`src/shared/touch_key_pkg.sv`:
```
// Shared constants and types for the touch key toggle logic.
package touch_key_pkg;

  // ------------------------------------------------------------------
  // Clock and timing
  // ------------------------------------------------------------------
  localparam int unsigned CLK_HZ = 250_000_000;
  localparam int unsigned SLEEP_MS = 80;
  localparam longint unsigned SLEEP_CYC = longint'(CLK_HZ) / 1000 * SLEEP_MS;
  localparam int unsigned RECAL_S = 60;
  localparam longint unsigned RECAL_CYC = longint'(CLK_HZ) * RECAL_S;
  localparam int unsigned STRAP_CYC = 16;

  // ------------------------------------------------------------------
  // Signal processing
  // ------------------------------------------------------------------
  localparam int unsigned SIG_W = 16;
  localparam logic [SIG_W-1:0] DETECT_THR = 16'h000a;
  localparam logic [SIG_W-1:0] HYST = 16'h0002;
  localparam logic [2:0] CONFIRM_COUNT = 3'h4;
  localparam logic [SIG_W-1:0] DRIFT_STEP = 16'h0001;
  localparam logic [7:0] DRIFT_DOWN_BURSTS = 8'h02;
  localparam logic [7:0] DRIFT_UP_BURSTS = 8'h10;

  // ------------------------------------------------------------------
  // Spread spectrum: signed per-mille offset, +/-75 is +/-7.5 percent
  // ------------------------------------------------------------------
  localparam logic signed [7:0] SPREAD_MAX = 8'sh4b;
  localparam logic signed [7:0] SPREAD_STEP = 8'sh05;

  // ------------------------------------------------------------------
  // Sequencer states
  // ------------------------------------------------------------------
  typedef enum logic [4:0] {
    ST_STRAP = 5'b00001,
    ST_CAL   = 5'b00010,
    ST_BURST = 5'b00100,
    ST_SLEEP = 5'b01000,
    ST_FAST  = 5'b10000
  } seq_state_e;

endpackage : touch_key_pkg

```
`src/shared/burst_if.sv`:
```
// Burst result channel between the sequencer and the touch detector.
`timescale 1ns/1ps
interface burst_if;
  import touch_key_pkg::*;
  logic done;
  logic [SIG_W-1:0] value;
  logic calibrate;
  logic detect;
  logic confirmed;
  logic rejected;
  logic timeout;
  logic engaged;
  modport seq (output done, value, calibrate,
               input detect, confirmed, rejected, timeout, engaged);
  modport det (input done, value, calibrate,
               output detect, confirmed, rejected, timeout, engaged);
endinterface : burst_if

```
`src/design/touch_detector.sv`:
```
// Threshold detection, confirmation integrator, timeout and drift compensation.
`timescale 1ns/1ps
module touch_detector
  import touch_key_pkg::*;
#(
  parameter longint unsigned RECAL_CYCLES = RECAL_CYC
) (
  // Clock and reset
  input wire logic i_clk,
  input wire logic i_rst_n,
  // Burst channel
  burst_if.det bus
);

  logic [SIG_W-1:0] ref_r;
  logic [2:0] confirm_cnt_r;
  logic [7:0] drift_cnt_r;
  logic [35:0] hold_cnt_r;
  logic engaged_r;

  // Threshold and hysteresis are derived from the current reference.
  wire [SIG_W-1:0] delta = (bus.value > ref_r) ? bus.value - ref_r : '0;
  wire [SIG_W-1:0] rel_thr = engaged_r ? DETECT_THR - HYST : DETECT_THR;
  wire hit = bus.done && (delta >= rel_thr);
  wire hit_final = hit && (confirm_cnt_r == CONFIRM_COUNT - 3'h1);
  wire time_up = engaged_r && (hold_cnt_r >= 36'(RECAL_CYCLES));
  wire falling = bus.value < ref_r;
  wire settled = (bus.value == ref_r);
  wire [7:0] drift_lim = falling ? DRIFT_DOWN_BURSTS : DRIFT_UP_BURSTS;
  wire drift_go = bus.done && !hit && !engaged_r && (drift_cnt_r >= drift_lim - 8'h01);

  assign bus.detect = hit;
  assign bus.confirmed = hit_final && !engaged_r;
  assign bus.rejected = bus.done && !hit && (confirm_cnt_r != 3'h0);
  assign bus.timeout = time_up;
  assign bus.engaged = engaged_r;

  always_ff @(posedge i_clk or negedge i_rst_n) begin
    if (!i_rst_n) begin
      ref_r <= '0;
      confirm_cnt_r <= 3'h0;
      drift_cnt_r <= 8'h00;
      hold_cnt_r <= 36'h0;
      engaged_r <= 1'b0;
    end else if (bus.calibrate || time_up) begin
      if (bus.calibrate) ref_r <= bus.value;
      confirm_cnt_r <= 3'h0;
      drift_cnt_r <= 8'h00;
      hold_cnt_r <= 36'h0;
      engaged_r <= 1'b0;
    end else begin
      if (engaged_r) hold_cnt_r <= hold_cnt_r + 36'h1;
      if (bus.done) begin
        if (!hit) begin
          confirm_cnt_r <= 3'h0;
          engaged_r <= 1'b0;
          hold_cnt_r <= 36'h0;
        end else if (hit_final) begin
          engaged_r <= 1'b1;
        end else if (!engaged_r) begin
          confirm_cnt_r <= confirm_cnt_r + 3'h1;
        end
        // A reference equal to the signal holds still, so it cannot creep above it.
        if (hit || engaged_r || settled) begin
          drift_cnt_r <= 8'h00;
        end else if (drift_go) begin
          drift_cnt_r <= 8'h00;
          ref_r <= falling ? ref_r - DRIFT_STEP : ref_r + DRIFT_STEP;
        end else begin
          drift_cnt_r <= drift_cnt_r + 8'h01;
        end
      end
    end
  end

endmodule : touch_detector

```
`src/design/touch_key_toggle_logic.sv`:
```
// Top level: burst sequencing, output toggle, polarity strap and spread spectrum.
`timescale 1ns/1ps
module touch_key_toggle_logic
  import touch_key_pkg::*;
#(
  parameter longint unsigned SLEEP_CYCLES = SLEEP_CYC,
  parameter longint unsigned RECAL_CYCLES = RECAL_CYC
) (
  // Clock and reset
  input wire logic i_clk,
  input wire logic i_rst_n,
  // Charge-transfer front end
  input wire logic i_burst_done,
  input wire logic [SIG_W-1:0] i_burst_value,
  output logic o_burst_start,
  output logic signed [7:0] o_osc_trim,
  // Key output pin
  input wire logic i_key_pin,
  output logic o_key_pin,
  output logic o_key_pin_oe_n,
  // Status
  output logic o_fast_mode
);

  // ------------------------------------------------------------------
  // State
  // ------------------------------------------------------------------
  seq_state_e state_r;
  seq_state_e state_nxt;
  logic [31:0] wait_cnt_r;
  logic active_low_r;
  logic key_on_r;
  logic pin_r;
  logic oe_n_r;
  logic start_r;
  logic signed [7:0] trim_r;
  logic trim_up_r;

  burst_if bus ();

  touch_detector #(
    .RECAL_CYCLES(RECAL_CYCLES)
  ) u_det (
    .i_clk(i_clk),
    .i_rst_n(i_rst_n),
    .bus(bus)
  );

  // ------------------------------------------------------------------
  // Sequencer
  // ------------------------------------------------------------------
  wire in_burst = (state_r == ST_BURST) || (state_r == ST_CAL) || (state_r == ST_FAST);
  wire sleep_done = wait_cnt_r >= 32'(SLEEP_CYCLES - 1);
  wire strap_done = wait_cnt_r >= 32'(STRAP_CYC - 1);
  wire suspect = bus.detect && !bus.confirmed && !bus.engaged;

  assign bus.done = i_burst_done && in_burst;
  assign bus.value = i_burst_value;
  assign bus.calibrate = i_burst_done && (state_r == ST_CAL);

  always_comb begin
    state_nxt = state_r;
    case (state_r)
      ST_STRAP: if (strap_done) state_nxt = ST_CAL;
      ST_CAL: if (i_burst_done) state_nxt = ST_SLEEP;
      ST_BURST: if (i_burst_done) state_nxt = suspect ? ST_FAST : ST_SLEEP;
      ST_FAST: if (bus.confirmed || bus.rejected) state_nxt = ST_SLEEP;
      ST_SLEEP: if (sleep_done) state_nxt = ST_BURST;
      default: state_nxt = ST_STRAP;
    endcase
    if (bus.timeout) state_nxt = ST_CAL;
  end

  always_ff @(posedge i_clk or negedge i_rst_n) begin
    if (!i_rst_n) begin
      state_r <= ST_STRAP;
      wait_cnt_r <= 32'h0;
      start_r <= 1'b0;
    end else begin
      state_r <= state_nxt;
      wait_cnt_r <= (state_nxt != state_r) ? 32'h0 : wait_cnt_r + 32'h1;
      start_r <= (state_nxt != state_r) && (state_nxt != ST_SLEEP)
                 && (state_nxt != ST_STRAP);
    end
  end

  // ------------------------------------------------------------------
  // Polarity strap and output toggle
  // ------------------------------------------------------------------
  always_ff @(posedge i_clk or negedge i_rst_n) begin
    if (!i_rst_n) begin
      active_low_r <= 1'b0;
      key_on_r <= 1'b0;
      pin_r <= 1'b0;
      oe_n_r <= 1'b1;
    end else begin
      if (state_r == ST_STRAP && strap_done) begin
        active_low_r <= i_key_pin;
        oe_n_r <= 1'b0;
      end
      if (bus.confirmed) key_on_r <= ~key_on_r;
      pin_r <= (bus.confirmed ? ~key_on_r : key_on_r) ^
               ((state_r == ST_STRAP) ? i_key_pin : active_low_r);
    end
  end

  // ------------------------------------------------------------------
  // Spread spectrum trim, a triangle sweep while a burst runs
  // ------------------------------------------------------------------
  always_ff @(posedge i_clk or negedge i_rst_n) begin
    if (!i_rst_n) begin
      trim_r <= 8'sh00;
      trim_up_r <= 1'b1;
    end else if (!in_burst) begin
      trim_r <= 8'sh00;
      trim_up_r <= 1'b1;
    end else if (trim_up_r) begin
      trim_r <= trim_r + SPREAD_STEP;
      if (trim_r + SPREAD_STEP >= SPREAD_MAX) trim_up_r <= 1'b0;
    end else begin
      trim_r <= trim_r - SPREAD_STEP;
      if (trim_r - SPREAD_STEP <= -SPREAD_MAX) trim_up_r <= 1'b1;
    end
  end

  assign o_burst_start = start_r;
  assign o_osc_trim = trim_r;
  assign o_key_pin = pin_r;
  assign o_key_pin_oe_n = oe_n_r;
  assign o_fast_mode = (state_r == ST_FAST);

endmodule : touch_key_toggle_logic

```
`config.mk`:
```
export PLATFORM = sky130hd
export DESIGN_NAME = touch_key_toggle_logic
export DESIGN_NICKNAME = d
export VERILOG_FILES = /design/src/shared/touch_key_pkg.sv /design/src/shared/burst_if.sv /design/src/design/touch_detector.sv /design/src/design/touch_key_toggle_logic.sv
export SDC_FILE = /design/constraint.sdc
export NUM_CORES = 1
export LEC_CHECK = 0
export BUFFER_PORTS_ARGS = -buffer_cell sky130_fd_sc_hd__buf_4
export CAP_MARGIN = 20
export CORE_MARGIN = 4
export CORE_UTILIZATION = 63
export CTS_CLUSTER_DIAMETER = 150
export DETAILED_ROUTE_END_ITERATION = 6
export GPL_TIMING_DRIVEN = 0
export PLACE_DENSITY = 0.86
export SYNTH_ARGS = -nofsm -noshare
export SYNTH_HDL_FRONTEND = slang
export SYNTH_SLANG_ARGS = --single-unit
```
`constraint.sdc`:
```
create_clock -name i_clk -period 6.7 [get_ports i_clk]
set_input_delay 0.335 -clock i_clk [delete_from_list [all_inputs] [get_ports i_clk]]
set_output_delay 0.335 -clock i_clk [all_outputs]
set_load 0.01 [all_outputs]
```
==> flow_summary.yaml, run 1 <==
sta:
  finalCriticalPeriod_ns: 5.15
  fin_crit_sh_pct: 76.9
  fin_tns_setup_ns: 0
  max_freq_ghz: 0.194
  slew_headroom_pct: 49.2
  drv_slew: 0
  rsz0062_at_grt: "no"
  worstMarginPinSlew_ns: 0.761
  setup_viol: 0
  hold_viol: 0
  layout_setup_ws_ns: 1.55
  holdWs_ns: 0.172
  skew_ns: 0.00689
synthesis:
  syn_nets: 999
  synth_xor_area_share_pct: 10.4
  synth_top_area_cell: "dfrtp_1"
  yosys.area_share.adder_pct: 7.76
  synth_top_family_by_area: "simple AND/OR/NAND/NOR gates"
  netlist_top_cells_area: "dfrtp_1, ha_1, xor2_1"
  synthArstFlopShare_pct: 100
  synth-main-ff-cell: "dfrtp_1"
  synth_top_area_share_pct: 35.3
  synthSimpleGateAreaFrac_pct: 22.1
  synth_seq_cells: 115
  synth-compound-area-share_pct: 18.1
  ys_warn_count: 0
  synthesis.instances: 931
  synth.yosys.seq_area_share_pct: 36.3
  synthMuxAreaShare_pct: 1.23
  syn_area_mm2: 0.00794
  avgSynthCellArea_um2: 8.52
  yosysUniqueCellTypes: 72
  synth_edf_count: 0
global_routing:
  grt_overflow: 0
  grt_antenna_before_repair: 0
  met2_usage_pct: 44.6
  gr-usage-met1_pct: 36.2
  track_usage_pct: 27.3
  grt_max_degree: 67
  met3_usage_pct: 5.24
  grt_pass1_vias: 6847
  busiest_layer: "met2"
  grt_pass1_wl_um: 32300
final_layout:
  ff_latch_area_mm2: 0.00288
  final_util_pct: 74.3
  fill_cells: 869
  layout-drive-gt1-share_pct: 10.2
  postLayoutCellArea_mm2: 0.00903
  area_growth_syn_to_layout_pct: 13.8
  final_nets: 1052
  multi_input_area_mm2: 0.00472
  antenna_cells: 0
route:
  drt_iter0_drc: 689
  first_pass_iters: 5
  ant_nets: 0
  drc: 0
  vias_per_cell: 6.11
  wl_um: 19100
  vias: 7115
  wire_per_inst_um: 16.4
placement:
  dp_hpwl_um: 13000
  gp_congestion: 0.883
  portBuffers: 31
  placed_area_mm2: 0.00843
  dp_slack_ns: 1.70
clock_tree:
  ctsHoldBuffers: 1
  htreeDepth: 4
  cts_setup_buffers: 0
  clk_latency_ns: 0.43
  clkTransAtPathRegs_ns: 0.05
  cts_tree: "built"
  clkSinkCount: 115
  cts_buffers: 17
  cts_resized: 0
  cts-root-buf: "clkbuf_16"
  cts_buffer_depth: 2
critical_path:
  critPathMaxFanout: 19
  arrival_ns: 5.43
  critPathRequiredTime_ns: 6.98
  cp-start-kind: "register"
  cp-end-kind: "register"
  crit_type: "reg2reg"
outcome:
  status: "completed"
floorplan:
  die_y_um: 120
  die_w_um: 120
  io_pins: 32
  rows: 40
  start_util_pct: 65.3
  coreArea_mm2: 0.0122
  die_area_mm2: 0.0145
min_path:
  hold_path.class: "in2reg"
flow_run:
  cap_violations: 0
power:
  max-vdd-ir-drop_mv: 0.312
  power.density_mw_per_mm2: 371
  p_leak_nw: 4.07
## kinds of logic after synthesis
group / count (synthesis)
AO/OA/AOI/OAI: 223
buffers and inverters: 81
multiplexers: 9
flip-flops: 115
AND/OR/NAND/NOR: 361
adder cells (fa/ha/maj): 48
XOR/XNOR: 94
## cell usage in the layout, fill, tap and decap left out, types with 12 or more instances in the layout
cell type	n
dfrtp_1	112
nor2_1	107
a21oi_1	85
nand2_1	82
xor2_1	50
inv_1	48
ha_1	46
xnor2_1	44
nand3_1	42
o21ai_0	38
buf_4	30
clkbuf_1	26
nor3_1	22
nand4_1	19
and3_1	18
clkbuf_16	17
nor2b_1	12
nor4_1	12
## where the power goes
| group | total, mW | internal, mW | switching (mW) |
|---|---|---|---|
| clock network | 0.926 | 0.600 | 0.325 |
| logic | 1.59 | 0.666 | 0.926 |
| registers | 0.831 | 0.771 | 0.0608 |
## routing by layer
metal | vias to the layer above | part of all wire, %
li1 | 3399 | -
met1 | 3412 | 44
met2 | 257 | 48
met3 | 47 | 5.6
met4 | 0 | 2.2
met5 | - | 0
## flip-flops by register name (all words and copies together) (netlist names), 3 cells and up
register and flops:
o_osc_trim 8, state_r 5, u_det.confirm_cnt_r 3, u_det.drift_cnt_r 8, u_det.hold_cnt_r 36, u_det.ref_r 16
wait_cnt_r 32
## synth_stat cells (18+ instances only)
master	instances
a21oi_1	86
nor3_1	22
nand4_1	19
and3_1	18
inv_1	48
dfrtp_1	112
ha_1	46
nand3_1	42
clkbuf_1	23
xnor2_1	44
o21ai_0	38
xor2_1	50
nor2_1	107
nand2_1	82
## final cells by class
cell class / instances / share of cell area (%)
inverter: 48 / 1.99
multi-input combinational: 735 / 52.3
buffer: 33 / 1.70
sequential: 115 / 31.9
clock inverter: 10 / 1.45
timing repair buffer: 34 / 3.20
clock buffer: 22 / 5.14
tap: 168 / 2.33
## worst max-delay path, cell delays in order, from the launching register on
cell and delay [ns]:
dfrtp_1 0.40, ha_1 0.21, fa_1 0.41, nand2b_1 0.17, a21oi_1 0.22, o31ai_1 0.17
a31o_2 0.31, o21ai_0 0.28, a21oi_2 0.12, buf_8 0.18, ha_1 0.29, a21o_1 0.21
a21o_1 0.23, a2111oi_0 0.56, o31a_1 0.25, a21oi_1 0.13, a211oi_1 0.29, o21bai_1 0.13
xnor2_1 0.18, a21boi_0 0.11, a2bb2oi_1 0.15
## path summary, 6_finish.rpt
path                                            start                                 end  slack, ns  cells past startpoint
hold / removal                              i_key_pin            active_low_r$_DFFE_PN0P_       0.17                      2
setup reg to reg           u_det.ref_r[0]$_DFFE_PN0P_         u_det.ref_r[15]$_DFFE_PN0P_       1.55                     20
max in group asynchronous                     i_rst_n  u_det.confirm_cnt_r[2]$_DFFE_PN0P_       5.59                      3
min in group asynchronous                     i_rst_n             o_osc_trim[3]$_DFF_PN0_       0.43                      2
hold reg to reg               wait_cnt_r[0]$_DFF_PN0_             wait_cnt_r[0]$_DFF_PN0_       0.45                      1
setup / recovery           u_det.ref_r[0]$_DFFE_PN0P_         u_det.ref_r[15]$_DFFE_PN0P_       1.55                     20
## stage by stage
step	instances	total power, mW
after floorplan	931	2.04
after global placement	1130	2.30
after detailed placement	1132	2.36
after CTS	1165	3.32
after global routing	1165	3.58
final	1165	3.35
(Power assumes the default switching activity.)
==> run 2, diff against run 1 <==
==> constraint.sdc (replaced) <==
create_clock -name i_clk -period 5.2 [get_ports i_clk]
set_input_delay 0.26 -clock i_clk [delete_from_list [all_inputs] [get_ports i_clk]]
set_output_delay 0.26 -clock i_clk [all_outputs]
set_load 0.01 [all_outputs]
==> run 2 against run 1 <==
Compared with the run above:
- cell area grew 0.44%
- global-route usage unchanged
- routed wire length up 0.61%
- sequential share of layout area shrank 0.14 points
- maximum frequency up 4.1%
- cell count is the same
- combinational power increased by 33%
- largest cell class unchanged
==> flow_summary.yaml, run 2 (same netlist as run 1, synthesis figures left out) <==
sta:
  slew_headroom_pct: 49.1
  skew_ns: 0.00731
  max_freq_ghz: 0.202
  worstMarginPinSlew_ns: 0.763
  finalCriticalPeriod_ns: 4.95
  fin_tns_setup_ns: 0
  rsz0062_at_grt: "no"
  drv_slew: 0
  layout_setup_ws_ns: 0.249
  hold_viol: 0
  setup_viol: 0
  fin_crit_sh_pct: 95.2
clock_tree:
  clkSinkCount: 115
  htreeDepth: 4
  cts_buffers: 17
  cts_buffer_depth: 2
  clkTransAtPathRegs_ns: 0.05
  cts_tree: "built"
  clk_latency_ns: 0.43
  cts-root-buf: "clkbuf_16"
final_layout:
  largest_reg_flops: 36
  area_growth_syn_to_layout_pct: 14.3
  layout_commonest_cell: "dfrtp_1"
  final_cell_mix: "dfrtp_1, nor2_1, a21oi_1"
  antenna_cells: 0
  largest-register: "u_det.hold_cnt_r"
  reg_top3: "u_det.hold_cnt_r (36), wait_cnt_r (32), u_det.ref_r (16)"
  layout-drive-gt1-share_pct: 10.9
  final_nets: 1052
  stdcell_count: 1165
route:
  wire_per_inst_um: 16.5
  drc: 0
  wl_um: 19200
  ant_nets: 0
  vias: 7125
  drt_iter0_drc: 660
  first_pass_iters: 6
  vias_per_cell: 6.12
global_routing:
  grt_max_degree: 67
  grt_pass1_vias: 6847
  track_usage_pct: 27.3
  grt_overflow: 0
  grt_antenna_before_repair: 0
  grt_pass1_wl_um: 32300
critical_path:
  crit_type: "reg2reg"
  reg2reg_depth: 19
  rrSetupSlack_ns: 0.25
  slowest_delay_ns: 0.48
  critPathMaxFanout: 10
  path_cells: "ha_1 > fa_1 > nand2b_1 > a21oi_2 > o31ai_4 > a31o_2 > o21ai_2 > nand2b_1 > ha_1 > nand2_1 > nand3_1 > nor2b_1 > o21ai_0 > nand4b_1 > nor3_2 > a21boi_2 > o21ai_1 > clkbuf_1 > o21ai_0"
  r2r-start: "u_det.ref_r[0]$_DFFE_PN0P_"
  cp-end-kind: "register"
  critPathRequiredTime_ns: 5.48
  crit_path_top_delay_cell: "o21ai_1"
  cp-start-kind: "register"
  worstReg2RegEnd: "u_det.ref_r[11]$_DFFE_PN0P_"
  arrival_ns: 5.23
placement:
  gp_congestion: 0.883
  place_inst: 1132
  dp_slack_ns: 0.274
  dp_hpwl_um: 13000
  portBuffers: 31
floorplan:
  die_area_mm2: 0.0145
  die_w_um: 120
  die_y_um: 120
  rows: 40
  start_util_pct: 65.3
  coreArea_mm2: 0.0122
  io_pins: 32
power:
  switchingPower_mw: 1.73
  switching_share_pct: 39.5
  power.density_mw_per_mm2: 481
  pwr-share-seq_pct: 24.5
  pwr-share-clk_pct: 27.2
  internal-power_mw: 2.64
  combPwrFrac_pct: 48.2
  max-vdd-ir-drop_mv: 0.419
  p_leak_nw: 4.07
  power_mw: 4.37
min_path:
  min_from: "i_key_pin"
  hold_depth: 2
  hold_end: "active_low_r$_DFFE_PN0P_"
  hold_path.class: "in2reg"
outcome:
  status: "completed"
flow_run:
  cap_violations: 0
==> run 2: cell counts in the layout (fill, tap and decap cells not counted) <==
No cell type changed its count.
==> run 2: power by group through the flow <==
stage,logic [mW],registers (mW),clock network (mW)
2_1_floorplan,1.56,1.06,0
3_3_place_gp,1.89,1.08,0
3_5_place_dp,1.96,1.08,0
4_1_cts,2.02,1.07,1.19
5_1_grt,2.35,1.08,1.24
6_report,2.11,1.07,1.19
==> run 2: worst max path at each step <==
stage	cells after the start	end	slack, ns	startpoint
finish	19	u_det.ref_r[11]$_DFFE_PN0P_	0.25	u_det.ref_r[0]$_DFFE_PN0P_
CTS	20	u_det.ref_r[15]$_DFFE_PN0P_	0.14	u_det.ref_r[0]$_DFFE_PN0P_
global placement	19	u_det.ref_r[15]$_DFFE_PN0P_	-0.77	u_det.ref_r[7]$_DFFE_PN0P_
floorplan	19	u_det.ref_r[15]$_DFFE_PN0P_	0.28	u_det.ref_r[7]$_DFFE_PN0P_
global route	20	u_det.ref_r[15]$_DFFE_PN0P_	0.03	u_det.ref_r[0]$_DFFE_PN0P_
detailed placement	22	u_det.ref_r[15]$_DFFE_PN0P_	0.27	i_burst_value[0]
==> run 2: timing repair <==
| item | in CTS | in global routing |
|---|---|---|
| buffers inserted | 0 | 0 |
| gates resized for setup | 0 | 11 |
| setup endpoints to repair | 0 | 5 |
| hold endpoints to repair | 46 | 0 |
| hold buffers | 1 | 0 |
==> run 2: routing by layer <==
| layer | GRT usage, % | share of wire (%) |
|---|---|---|
| met1 | 36.2 | 44 |
| met2 | 44.6 | 48 |
| met3 | 5.24 | 5.8 |
| met4 | 10.6 | 2.2 |
| met5 | 0 | 0 |
==> run 2: cell type report <==
class                      count  area (um2)
buffer                        33         155
clock buffer                  22         464
clock inverter                10         131
fill                         866        3090
inverter                      48         180
multi-input combinational    735        4760
sequential                   115        2880
tap                          168         210
timing repair buffer          34         289
==> run 2: stage by stage <==
step | hold slack (ns) | area, um2 | utilization, %
floorplan | -0.0356 | 7940 | -
global placement | 0.436 | 8380 | 68.9
detailed placement | 0.236 | 8430 | 69.3
CTS | 0.0907 | 9030 | 74.3
global route | 0.0879 | 9070 | 74.6
finish | 0.0981 | 9070 | 74.6
==> run 2: worst max-delay path: cells and delay by family (launching register included) <==
kind	cells	cell delay, ns
adder cells (fa/ha/maj)	3	0.91
AND/OR/NAND/NOR	7	1.11
buffers and inverters	1	0.44
flip-flops	1	0.42
AO/OA/AOI/OAI	8	1.93
==> run 3, diff against run 2 <==
--- a/config.mk
+++ b/config.mk
@@ -7,6 +7,7 @@
 export LEC_CHECK = 0
 export BUFFER_PORTS_ARGS = -buffer_cell sky130_fd_sc_hd__buf_4
 export CAP_MARGIN = 20
+export CORE_ASPECT_RATIO = 2
 export CORE_MARGIN = 4
 export CORE_UTILIZATION = 63
 export CTS_CLUSTER_DIAMETER = 150
==> run 3 against run 2 <==
Compared with the run above:
- register-to-register slack lost 0.02 ns
- hold slack lost 0.0024 ns
- sequential power is essentially flat
- cell count shrank 1.6%
- total power shrank 2.4%
- critical path type unchanged
- global-route usage grew 1.1 points
- flip-flop and latch count is the same
- count of clock-buffer cells in the layout shrank 2
- critical path depth grew 1
- critical endpoint is now wait_cnt_r[14]$_DFF_PN0_
- combinational power is essentially flat
- largest power group unchanged
==> flow_summary.yaml, run 3 (same netlist as run 1, synthesis figures left out) <==
floorplan:
  die_area_mm2: 0.0146
  die_w_um: 87.4
  start_util_pct: 64.7
  coreArea_mm2: 0.0123
  rows: 57
  io_pins: 32
  die_y_um: 167
sta:
  holdWs_ns: 0.0958
  slew_headroom_pct: 52.4
  hold_viol: 0
  max_freq_ghz: 0.201
  rsz0062_at_grt: "no"
  skew_ns: 0.00853
  drv_slew: 0
  worstMarginPinSlew_ns: 0.714
  fin_crit_sh_pct: 95.5
  finalCriticalPeriod_ns: 4.97
  setup_viol: 0
placement:
  place_inst: 1111
  gp_congestion: 0.969
  portBuffers: 31
  dp_hpwl_um: 14100
  placed_area_mm2: 0.00840
critical_path:
  cp-start-kind: "register"
  crit_type: "reg2reg"
  arrival_ns: 5.25
  critPathRequiredTime_ns: 5.48
  cp-end-kind: "register"
  critPathMaxFanout: 10
global_routing:
  grt_overflow: 0
  grt_pass1_wl_um: 33500
  track_usage_pct: 28.5
  grt_antenna_before_repair: 0
  grt_pass1_vias: 7500
  grt_max_degree: 75
final_layout:
  area_growth_syn_to_layout_pct: 13.5
  final_cell_mix: "dfrtp_1, nor2_1, a21oi_1"
  largest-register: "u_det.hold_cnt_r"
  antenna_cells: 0
  fill_cells: 937
  largest_reg_flops: 36
  stdcell_count: 1146
  postLayoutCellArea_mm2: 0.00901
  final_nets: 1054
  layout_commonest_cell: "dfrtp_1"
  reg_top3: "u_det.hold_cnt_r (36), wait_cnt_r (32), u_det.ref_r (16)"
  layout-drive-gt1-share_pct: 11.0
clock_tree:
  cts_buffers: 17
  clkTransAtPathRegs_ns: 0.06
  cts-root-buf: "clkbuf_16"
  clk_latency_ns: 0.42
  htreeDepth: 4
  clkSinkCount: 115
  cts_tree: "built"
  cts_buffer_depth: 2
flow_run:
  cap_violations: 0
power:
  power.density_mw_per_mm2: 473
  max-vdd-ir-drop_mv: 0.444
  power_mw: 4.26
  p_leak_nw: 4.07
route:
  drc: 0
  ant_nets: 0
  wire_per_inst_um: 17.2
  first_pass_iters: 5
  vias_per_cell: 6.26
  wl_um: 19700
  vias: 7174
  drt_iter0_drc: 377
min_path:
  hold_path.class: "in2reg"
outcome:
  status: "completed"
run 3: cell count changes in the layout (fill, tap and decap cells not counted), moves of 2 or more:
| cell | change |
|---|---|
| a21oi_1 | +2 |
| a21oi_2 | -3 |
| buf_4 | +2 |
| clkbuf_8 | -2 |
| clkinv_2 | +3 |
run 3: final cells by class:
cell class	instances	area, um2	share of cell area (%)
Multi-Input combinational cell	735	4750	52.7
Sequential cell	115	2880	32.0
Clock buffer	20	437	4.85
Timing Repair Buffer	36	304	3.37
Tap cell	147	184	2.04
Inverter	48	180	2.00
Buffer	33	156	1.74
Clock inverter	12	115	1.28
run 3: critical path, cell delays in order, from the launching register on:
cell and delay (ns):
dfrtp_1 0.41, ha_1 0.23, fa_1 0.41, nand2b_1 0.19, a21oi_1 0.23, o31ai_2 0.13, a31o_2 0.32, o21ai_2 0.31
nand2b_1 0.10, ha_1 0.28, nand2_1 0.06, nand3_1 0.10, nor2b_1 0.14, o21ai_0 0.21, nand4b_1 0.17, nor3_2 0.35
a21boi_2 0.19, mux2_4 0.37, a32oi_4 0.36, buf_6 0.20, a21oi_1 0.08
run 3: per-stage QoR:
stage / utilization [%] / setup TNS (ns) / setup slack [ns]
finish: 73.5 / 0 / 0.232
global route: 73.5 / 0 / 0.00335
CTS: 73.2 / 0 / 0.0244
detailed placement: 68.5 / -0.378 / -0.240
global placement: 68.1 / -11.68 / -1.38
floorplan: - / 0 / 0.277
run 3: timing repair:
action,in CTS,in global routing
hold buffers,1,0
resized for setup,3,9
endpoints found under the setup margin,3,17
buffers inserted,0,2
endpoints found under the hold margin,40,0
pin swaps,0,1
run 3: metal layers:
metal	wire length, um	global-route usage (%)
met5	0	0
met1	7130	29.4
met2	10600	50.0
met4	1260	19.3
met3	658	5.29
run 3: final timing paths:
kind	startpoint	to	slack, ns	cells past startpoint
worst min register to register	wait_cnt_r[0]$_DFF_PN0_	wait_cnt_r[0]$_DFF_PN0_	0.47	1
max in group asynchronous	i_rst_n	o_key_pin_oe_n$_DFFE_PN1P_	4.10	3
worst max register to register	u_det.ref_r[0]$_DFFE_PN0P_	wait_cnt_r[14]$_DFF_PN0_	0.23	20
worst min-delay path	i_key_pin	active_low_r$_DFFE_PN0P_	0.1	2
worst max-delay path	u_det.ref_r[0]$_DFFE_PN0P_	wait_cnt_r[14]$_DFF_PN0_	0.23	20
min in group asynchronous	i_rst_n	u_det.hold_cnt_r[16]$_DFF_PN0_	0.34	2
run 3: report_power, final:
| part | internal, mW | switching, mW |
|---|---|---|
| combinational | 0.875 | 1.21 |
| sequential | 0.993 | 0.0761 |
| clock | 0.696 | 0.414 |
| total | 2.56 | 1.70 |
